## src/dpc_defines.vh

```
`ifndef DPC_DEFINES_VH
`define DPC_DEFINES_VH

// ----------------------------------------------------------------------
// power states
// ----------------------------------------------------------------------
`define DPC_ST_IDLE 3'h0
`define DPC_ST_ACTIVE 3'h1
`define DPC_ST_PPD 3'h2
`define DPC_ST_APD 3'h3
`define DPC_ST_SREF 3'h4
`define DPC_ST_BUSY 3'h5

// ----------------------------------------------------------------------
// command codes {ras_n, cas_n, we_n} with cs_n low
// ----------------------------------------------------------------------
`define DPC_CMD_NOP 3'h7
`define DPC_CMD_REF 3'h1
`define DPC_CMD_MRS 3'h0

// ----------------------------------------------------------------------
// exit and mode timing defaults in clock cycles
// ----------------------------------------------------------------------
`define DPC_TXP_CYC 8'h03
`define DPC_TXS_CYC 8'h10
`define DPC_TXSDLL_CYC 16'h0200
`define DPC_TMOD_CYC 8'h0c

`endif

```

## src/dpc_cke_power.v

```verilog
// ----------------------------------------------------------------------
// ----------------------------------------------------------------------
`include "dpc_defines.vh"
`timescale 1ns/1ps
`default_nettype none

module dpc_cke_power #(
   parameter [7:0] TXP_CYC = `DPC_TXP_CYC,
   parameter [7:0] TXS_CYC = `DPC_TXS_CYC,
   parameter [15:0] TXSDLL_CYC = `DPC_TXSDLL_CYC,
   parameter [7:0] TMOD_CYC = `DPC_TMOD_CYC
) (
   input wire MCLK_IN, // 25 mhz core clock
   input wire ARST_N_IN, // async reset, active low
   input wire CKE_IN, // clock enable pin
   input wire CS_N_IN, // chip select, active low
   input wire RAS_N_IN, // row strobe, active low
   input wire CAS_N_IN, // column strobe, active low
   input wire WE_N_IN, // write enable, active low
   input wire ODT_IN, // termination request pin
   input wire BANKS_OPEN_IN, // any bank open, core logic
   input wire BURST_BUSY_IN, // burst or precharge running, core logic
   output reg [2:0] STATE_OUT, // current power state
   output reg IDLE_OUT, // device idle
   output reg CMD_VALID_OUT, // command accepted this edge
   output reg ODT_EN_OUT, // termination enabled
   output reg REFRESH_EN_OUT, // internal refresh engine running
   output reg ILLEGAL_OUT, // illegal command at transition, pulse
   output reg WRITE_OK_OUT, // writes / leveling allowed
   output reg READ_OK_OUT // reads / odt allowed
);

   // -------------------------------------------------------------------
   // pin synchronisers
   // -------------------------------------------------------------------
   reg [4:0] pin_s1_q;
   reg [4:0] pin_s2_q;
   reg odt_s1_q;
   reg odt_s2_q;

   // two stages on every pin; the first stage feeds nothing else
   // cke and command share one delay, so each pair still meets its command
   always @(posedge MCLK_IN or negedge ARST_N_IN) begin
      if (!ARST_N_IN) begin
         pin_s1_q <= 5'h0f;
         pin_s2_q <= 5'h0f;
         odt_s1_q <= 1'b0;
         odt_s2_q <= 1'b0;
      end else begin
         pin_s1_q <= {CKE_IN, CS_N_IN, RAS_N_IN, CAS_N_IN, WE_N_IN};
         pin_s2_q <= pin_s1_q;
         odt_s1_q <= ODT_IN;
         odt_s2_q <= odt_s1_q;
      end
   end

   // current synced cke; the previous level is kept one stage further on
   wire cke_cur = pin_s2_q[4];
   reg cke_prev_q;

   // -------------------------------------------------------------------
   // command decode
   // -------------------------------------------------------------------
   // nop or deselect, shared by all transition checks
   function is_nop;
      input [3:0] c;
      begin
         is_nop = c[3] | (c[2:0] == `DPC_CMD_NOP);
      end
   endfunction

   wire [3:0] cmd = pin_s2_q[3:0];
   wire cmd_nop = is_nop(cmd);
   wire cmd_ref = ~cmd[3] & (cmd[2:0] == `DPC_CMD_REF);
   wire cmd_mrs = ~cmd[3] & (cmd[2:0] == `DPC_CMD_MRS);

   // -------------------------------------------------------------------
   // state and timers
   // -------------------------------------------------------------------
   reg [2:0] state_q;
   reg [2:0] state_d;
   reg [7:0] xp_q;
   reg [7:0] xs_q;
   reg [15:0] xdll_q;
   reg [7:0] mod_q;
   reg illegal_d;
   reg sr_exit;
   reg pd_exit;

   // power-down exit, self refresh exit and mode timers all count toward idle
   wire timers_done = (xp_q == 8'h00) && (xs_q == 8'h00) && (mod_q == 8'h00);
   // bank and burst status arrive on this clock with no sync delay, so they
   // lead the pins by two cycles; the controller's own spacing covers that
   wire idle_base = !BANKS_OPEN_IN && !BURST_BUSY_IN && timers_done;
   // idle only with banks closed, no burst, cke high, timings met
   wire idle_now = idle_base && cke_cur;
   // states in which cke low is the normal level
   wire low_power = (state_q == `DPC_ST_PPD) || (state_q == `DPC_ST_APD) ||
                    (state_q == `DPC_ST_SREF);

   // next state from previous/current cke pair and state before the edge
   always @* begin
      state_d = state_q;
      illegal_d = 1'b0;
      sr_exit = 1'b0;
      pd_exit = 1'b0;
      case ({cke_prev_q, cke_cur})
         2'b00: begin
            // pins may float while cke stays low; nothing here reads the command
            state_d = state_q;
         end
         2'b01: begin
            if (low_power) begin
               // exit is taken from the cke level alone; no clock history used
               illegal_d = !cmd_nop;
               if (state_q == `DPC_ST_SREF) begin
                  sr_exit = 1'b1;
                  state_d = `DPC_ST_IDLE;
               end else begin
                  pd_exit = 1'b1;
                  state_d = (state_q == `DPC_ST_APD) ? `DPC_ST_ACTIVE : `DPC_ST_IDLE;
               end
            end
         end
         2'b10: begin
            // the idle test uses the cke level of the previous edge; the
            // current low level is the entry itself and must not veto it
            if (cmd_ref && state_q == `DPC_ST_IDLE && idle_base && cke_prev_q) begin
               state_d = `DPC_ST_SREF;
            end else begin
               illegal_d = !cmd_nop;
               // bank state when the last command ends picks the mode
               state_d = BANKS_OPEN_IN ? `DPC_ST_APD : `DPC_ST_PPD;
            end
         end
         2'b11: begin
            // cke high at both edges: open banks make it active, a running burst alone makes it busy
            if (BANKS_OPEN_IN || BURST_BUSY_IN) begin
               state_d = BANKS_OPEN_IN ? `DPC_ST_ACTIVE : `DPC_ST_BUSY;
            end else begin
               state_d = `DPC_ST_IDLE;
            end
         end
         default: begin
            state_d = state_q;
         end
      endcase
   end

   // state register and exit/mode timers
   always @(posedge MCLK_IN or negedge ARST_N_IN) begin
      if (!ARST_N_IN) begin
         state_q <= `DPC_ST_IDLE;
         cke_prev_q <= 1'b0;
         xp_q <= 8'h00;
         xs_q <= 8'h00;
         xdll_q <= 16'h0000;
         mod_q <= 8'h00;
      end else begin
         cke_prev_q <= cke_cur;
         state_q <= state_d;
         // timers only count down; a new exit, or a mode write for the mode timer, simply reloads them
         xp_q <= pd_exit ? TXP_CYC : ((xp_q != 8'h00) ? xp_q - 8'h01 : 8'h00);
         xs_q <= sr_exit ? TXS_CYC : ((xs_q != 8'h00) ? xs_q - 8'h01 : 8'h00);
         // 512-cycle guard after self refresh exit also gates writes
         xdll_q <= sr_exit ? TXSDLL_CYC : ((xdll_q != 16'h0000) ? xdll_q - 16'h0001 : 16'h0000);
         if (cke_prev_q && cke_cur && cmd_mrs)
            mod_q <= TMOD_CYC;
         else if (mod_q != 8'h00)
            mod_q <= mod_q - 8'h01;
      end
   end

   // -------------------------------------------------------------------
   // registered outputs
   // -------------------------------------------------------------------
   // odt pin never steers state; it only gates the termination output
   always @(posedge MCLK_IN or negedge ARST_N_IN) begin
      if (!ARST_N_IN) begin
         STATE_OUT <= `DPC_ST_IDLE;
         IDLE_OUT <= 1'b0;
         CMD_VALID_OUT <= 1'b0;
         ODT_EN_OUT <= 1'b0;
         REFRESH_EN_OUT <= 1'b0;
         ILLEGAL_OUT <= 1'b0;
         WRITE_OK_OUT <= 1'b0;
         READ_OK_OUT <= 1'b0;
      end else begin
         STATE_OUT <= state_d;
         IDLE_OUT <= idle_now && (state_d == `DPC_ST_IDLE);
         CMD_VALID_OUT <= cke_prev_q && cke_cur && !cmd_nop;
         ODT_EN_OUT <= odt_s2_q && (state_d != `DPC_ST_SREF);
         REFRESH_EN_OUT <= (state_d == `DPC_ST_SREF);
         // illegal transitions are flagged but still taken, so state tracks the pins
         ILLEGAL_OUT <= illegal_d;
         // both gates wait the whole dll time; a shorter read wait is not modelled
         WRITE_OK_OUT <= (xdll_q == 16'h0000) && !sr_exit && cke_cur;
         READ_OK_OUT <= (xdll_q == 16'h0000) && !sr_exit && cke_cur;
      end
   end

endmodule

`default_nettype wire

```

## config.mk

```make
export PLATFORM = sky130hd
export DESIGN_NAME = dpc_cke_power
export DESIGN_NICKNAME = d
export VERILOG_FILES = /design/src/dpc_cke_power.v
export VERILOG_INCLUDE_DIRS = /design/src
export SDC_FILE = /design/constraint.sdc
export NUM_CORES = 1
export LEC_CHECK = 0
export BUFFER_PORTS_ARGS = -buffer_cell sky130_fd_sc_hd__buf_2
export CAP_MARGIN = 40
export CORE_MARGIN = 2
export CORE_UTILIZATION = 40
export DETAILED_ROUTE_END_ITERATION = 8
export PLACE_DENSITY_LB_ADDON = 0.15
export SLEW_MARGIN = 20
export SYNTH_ARGS = -nofsm -noshare
export SYNTH_HDL_FRONTEND = slang
export SYNTH_SLANG_ARGS = --single-unit
```

## constraint.sdc

```tcl
create_clock -name MCLK_IN -period 2.2 [get_ports MCLK_IN]
set_input_delay 0.55 -clock MCLK_IN [delete_from_list [all_inputs] [get_ports MCLK_IN]]
set_output_delay 0.55 -clock MCLK_IN [all_outputs]
set_load 0.1 [all_outputs]
```

---- Word-level counts from Yosys, hierarchy flattened ----
Cells that the tools add are included.
word-level totals
  ROM bits ................................ 0
  bits in registers ....................... 62
  bits in writable memories ............... 0
  memories ................................ 0
  bits of input ports ..................... 10
  bits in latches ......................... 0
  output and inout bits ................... 10
operators by class
  shift-type cells ........................ 0
  add/subtract/negate cells ............... 4
  equal/unequal tests ..................... 10
  divide/modulo/power cells ............... 0
  muxes and demuxes ....................... 25
  magnitude comparators ................... 0
  multipliers ............................. 0
  reduce and logical (&&, ||, !) cells .... 35
  bitwise operators ....................... 4
operators with widths
  cell                                                  count
  two-way mux 8 bit                                     6
  two-way mux 16 bit                                    2
  zero test 8 bit                                       3
  nonzero test 8 bit                                    3
  subtractor 8 x 1 -> 8 bit (second input constant)     3
  zero test 16 bit                                      1
  nonzero test 16 bit                                   1
  subtractor 16 x 1 -> 16 bit (second input constant)   1
  logical AND 1 bit                                     15
  two-way mux 3 bit                                     4
  case mux 3 bit (4 select lines)                       1
  two-way mux 1 bit                                     11
  equality test 3 bit (second input constant)           3
  zero test 3 bit                                       3
  equality test 3 x 2 -> 1 bit (second input constant)  2
  equality test 2 bit (second input constant)           2
  zero test 1 bit                                       4
  equality test 3 x 1 -> 1 bit (second input constant)  1
  logical OR 1 bit                                      3
  != test 3 bit (second input constant)                 1
  bitwise AND 1 bit                                     2
  equality test 2 x 1 -> 1 bit (second input constant)  1
  zero test 2 bit                                       1
  case mux 1 bit (2 select lines)                       1
  3 further kinds                                       3

---- Logic depth before layout (Yosys ltp) ----
  depth after elaboration ................. 10
  mapped depth ............................ 7
  depth with buffers taken out ............ 6

---- Least setup slack after synthesis ----
OpenSTA, ideal clock, no wires.
  kind .................................... register to register
  start ................................... register STATE_OUT[2] (netlist name)
  end ..................................... register xdll_q[10]
  library setup time ...................... 132 ps
  period minus slack after synthesis ...... 2071 ps
  stages on the path, launching flop included .. 5
  arrival ................................. 1939 ps
  buffers on the path ..................... 1
  data required time ...................... 2068 ps
  slack ................................... 129 ps
  cells stage by stage .................... dfrtp_1 nand3_1 o21ai_1 clkbuf_1 nor2_1
RTL lines
  element                 line                 source
  end signal: assignment  dpc_cke_power.v:166  xdll_q <= sr_exit ? TXSDLL_CYC : ((xdll_q != 16'h0000) ? xdll_q - 16'h0001 : 16'h0000);
  end: declaration        dpc_cke_power.v:84   reg [15:0] xdll_q;

---- Final worst setup path ----
  start ................................... register mod_q[0]
  end ..................................... register ILLEGAL_OUT
between the ends
  word-level cells in the longest chain between the ends .. 7
ends and longest elaborated chain
  element                          line                 source
  start: declaration               dpc_cke_power.v:85   reg [7:0] mod_q;
  start signal: assignment         dpc_cke_power.v:170  mod_q <= mod_q - 8'h01;
  zero test 8 bit                  dpc_cke_power.v:91   wire timers_done = (xp_q == 8'h00) && (xs_q == 8'h00) && (mod_q == 8'h00);
  logical AND 1 bit                dpc_cke_power.v:91
  logical AND 1 bit                dpc_cke_power.v:94   wire idle_base = !BANKS_OPEN_IN && !BURST_BUSY_IN && timers_done;
  logical AND 1 bit (2 in series)  dpc_cke_power.v:128  if (cmd_ref && state_q == `DPC_ST_IDLE && idle_base && cke_prev_q) begin
  two-way mux 1 bit                dpc_cke_power.v:128
  case mux 1 bit (2 select lines)  dpc_cke_power.v:107  case ({cke_prev_q, cke_cur})
  net illegal_d                    dpc_cke_power.v:86   reg illegal_d;
  end signal: assignment           dpc_cke_power.v:195  ILLEGAL_OUT <= illegal_d;
  end: declaration                 dpc_cke_power.v:28   output reg ILLEGAL_OUT,
The timed path passes the listed nets, and every way through them passes these cells.
A chain may end at the register's enable or synchronous reset.

==> impl_metrics.py <==
metrics = {
    "status": {
        "status": "finished, final reports clean",
    },
    "grt": {
        "grt_pass1_wl_mm": 8.94,
        "antenna_found_initial": 0,
        "grt_pass1_vias": 1958,
        "track_usage_pct": 15.1,
        "grt_start_max_net_pins": 63,
        "grt-ovfl-total": 0,
    },
    "route": {
        "drc": 0,
        "wl_mm": 5.15,
        "route.vias.total": 2030,
        "viasPerCell": 5.01,
        "dr.pass1.iters": 4,
        "route.detailed.wl_per_inst_um": 12.7,
        "drt_iter0_markers": 81,
        "ant_nets": 0,
    },
    "power_and_ir_drop": {
        "vdd_drop_max_uv": 841,
        "p_leak_nw": 1.48,
        "p_per_area_nw_per_um2": 1240,
    },
    "final_layout": {
        "multi_input_area_um2": 1200,
        "diodes": 0,
        "drive_gt1_share_pct": 18.4,
        "area_growth_pct": 16.1,
        "nets": 324,
        "final-seq-area_um2": 1560,
        "nFillCells": 672,
        "fin_util_pct": 48.4,
    },
    "cts": {
        "cts_buffers": 9,
        "cts_tree": "yes",
        "path_clk_slew_ps": 60,
        "cts_hold_buffers": 0,
        "cts.sinks": 62,
        "htree_levels": 3,
        "postCtsSetupBuffers": 0,
        "clock_path_buffers": 2,
        "cts-root-buf": "clkbuf_8",
        "clock_latency_ps": 340,
    },
    "sta": {
        "fin_worst_skew_ps": 10.3,
        "clock.fmax_mhz": 481,
        "rsz0062_at_grt": "no",
        "final.min_clock_period_ps": 2080,
        "relSlewSlack_pct": 67.9,
        "finalHoldViolCount": 0,
        "worst_pin_slew_ps": 485,
        "fin_crit_sh_pct": 94.5,
        "setup_slack_ps": 120,
        "fin_setup_tns_ps": 0,
        "hold-worst-slack_ps": 210,
        "setup-violations-final": 0,
        "slew_viol_final": 0,
    },
    "synth": {
        "synth_area_um2": 2850,
        "synth.avg_cell_area_um2": 10.5,
        "synth-edff-count": 0,
        "postSynthCellCount": 271,
        "synth_nets": 291,
        "synth_ff_type": "dfrtp_1",
        "yosysSeqAreaShare_pct": 54.8,
        "ys_ff_latch": 62,
        "yosysWarnings": 0,
        "yosysUniqueCellTypes": 47,
        "async_flop_share_pct": 100,
    },
    "placement": {
        "hpwl_mm": 3.54,
        "io_buffers": 19,
        "pre_cts_slack_ps": 93.4,
        "gp_congestion": 0.820,
    },
    "setup_path": {
        "crit_required_ps": 2410,
        "cp_cell_sequence": "inv_1 > ha_1 > or3b_2 > or2_1 > o41ai_1 > a31oi_1",
        "crit_fanout": 4,
        "crit_family": "simple AND/OR/NAND/NOR gates",
        "slowest_stage": "or3b_2",
        "crit_type": "reg -> reg",
        "critPathLaunch": "mod_q[0]",
        "worstReg2RegEnd": "ILLEGAL_OUT",
        "worst-r2r-cell-count": 6,
        "cp-end-kind": "flop",
        "r2r-start": "mod_q[0]",
        "critPathLaunchType": "flop",
        "rrSetupSlack_ps": 120,
        "cpPeakStageDelay_ps": 480,
        "arrival_ps": 2280,
        "crit_buf_inv": 1,
    },
    "floorplan": {
        "start_util_pct": 41.7,
        "dieHeight_um": 88.4,
        "die_area_um2": 7810,
        "coreArea_um2": 6830,
        "die_w_um": 88.4,
        "rows": 30,
        "io_pins": 20,
    },
    "worst_hold_path": {
        "min_path_type": "in -> async",
    },
    "flow_run": {
        "drv_cap": 0,
    },
}
-- Yosys cell counts, types with 2 or more instances --
cell	instances	area [µm²]
nand3b_1	3	22.5
clkbuf_1	2	7.51
nor2_1	45	169
or4_1	4	30.0
o31ai_1	3	22.5
nand3_1	7	35.0
nor3_1	12	60.1
ha_1	10	125
and3_1	3	18.8
o21ai_0	9	45.0
inv_1	15	56.3
nor4_1	7	43.8
or4_4	2	22.5
xor2_1	8	70.1
o2111a_1	2	22.5
a21oi_1	11	55.1
nand2b_1	2	12.5
o211ai_1	4	30.0
nor2b_1	2	12.5
or3b_2	3	26.3
nand2_1	14	52.6
xnor2_1	15	131
dfrtp_1	54	1350
dfstp_2	8	210
or3_1	4	25.0
-- logic make-up after synthesis --
logic type	after synthesis	share of synthesized area, %
multiplexers	1	0.352
AND/OR/NAND/NOR	116	21.3
AO/OA/AOI/OAI	39	9.01
adder cells (fa/ha/maj)	10	4.39
flip-flops	62	54.8
buffers and inverters	20	3.08
XOR/XNOR	23	7.07
-- sequential cells by signal, summed over array words and instances (netlist names) --
| name | flops |
|---|---|
| odt_s1_q | 1 |
| xdll_q | 16 |
| READ_OK_OUT | 1 |
| pin_s1_q | 5 |
| IDLE_OUT | 1 |
| xs_q | 8 |
| STATE_OUT | 3 |
| mod_q | 8 |
| pin_s2_q | 5 |
| odt_s2_q | 1 |
| cke_prev_q | 1 |
| ILLEGAL_OUT | 1 |
| CMD_VALID_OUT | 1 |
| ODT_EN_OUT | 1 |
| xp_q | 8 |
| REFRESH_EN_OUT | 1 |
-- worst max path at each step --
| stage | cells after the start | endpoint | slack [ps] |
|---|---|---|---|
| global route | 6 | ILLEGAL_OUT | 30 |
| floorplan | 4 | xdll_q[10] | 130 |
| CTS | 6 | ILLEGAL_OUT | 90 |
| detailed placement | 6 | STATE_OUT[1] | 90 |
| finish | 6 | ILLEGAL_OUT | 120 |
| global placement | 6 | STATE_OUT[1] | 150 |
-- per-layer routing --
layer	vias to the layer above	global-route usage (%)	routed length [µm]
li1	1009	-	-
met1	998	18.5	2400
met2	17	24.1	2530
met3	6	4.94	138
met4	0	7.02	77
met5	-	0	0
-- what timing repair did --
item / in CTS / in global routing
gates resized for setup: 0 / 1
setup endpoints to repair: 0 / 1
endpoints found under the hold margin: 0 / 0
-- layout by cell type (no fill, tap or decap), drive strengths merged, types with 2 or more instances in the layout --
cell and count:
o2111a 2, nand2 14, or3 4, ha 10, nor3 12, xor2 8
xnor2 15, nor2b 2, o211ai 4, nor4 8, nand2b 2, nor2 45
clkbuf 13, buf 27, nand3 7, nand3b 3, a21oi 11, or4 7
and3 3, dfrtp 54, or3b 3, o31ai 3, o21ai 10, dfstp 8
inv 15
-- layout make-up --
cell class / instances / share of cell area (%)
clock inverter: 3 / 1.29
multi-input combinational: 189 / 36.3
sequential: 62 / 47.2
clock buffer: 13 / 4.81
inverter: 15 / 1.70
timing repair buffer: 27 / 5.07
tap: 96 / 3.63
-- where the power goes --
| part | switching (mW) | internal, mW |
|---|---|---|
| combinational | 0.622 | 0.557 |
| clock | 0.419 | 0.584 |
| sequential | 0.376 | 1.53 |
| total | 1.42 | 2.67 |
-- through the flow --
step | cells | power (mW) | area, µm²
floorplan | 271 | 2.82 | 2850
detailed placement | 389 | 3.11 | 3100
global route | 405 | 4.43 | 3310
global placement | 389 | 3.09 | 3100
CTS | 405 | 4.15 | 3310
finish | 405 | 4.09 | 3310
Power figures use the tool's default switching activity.
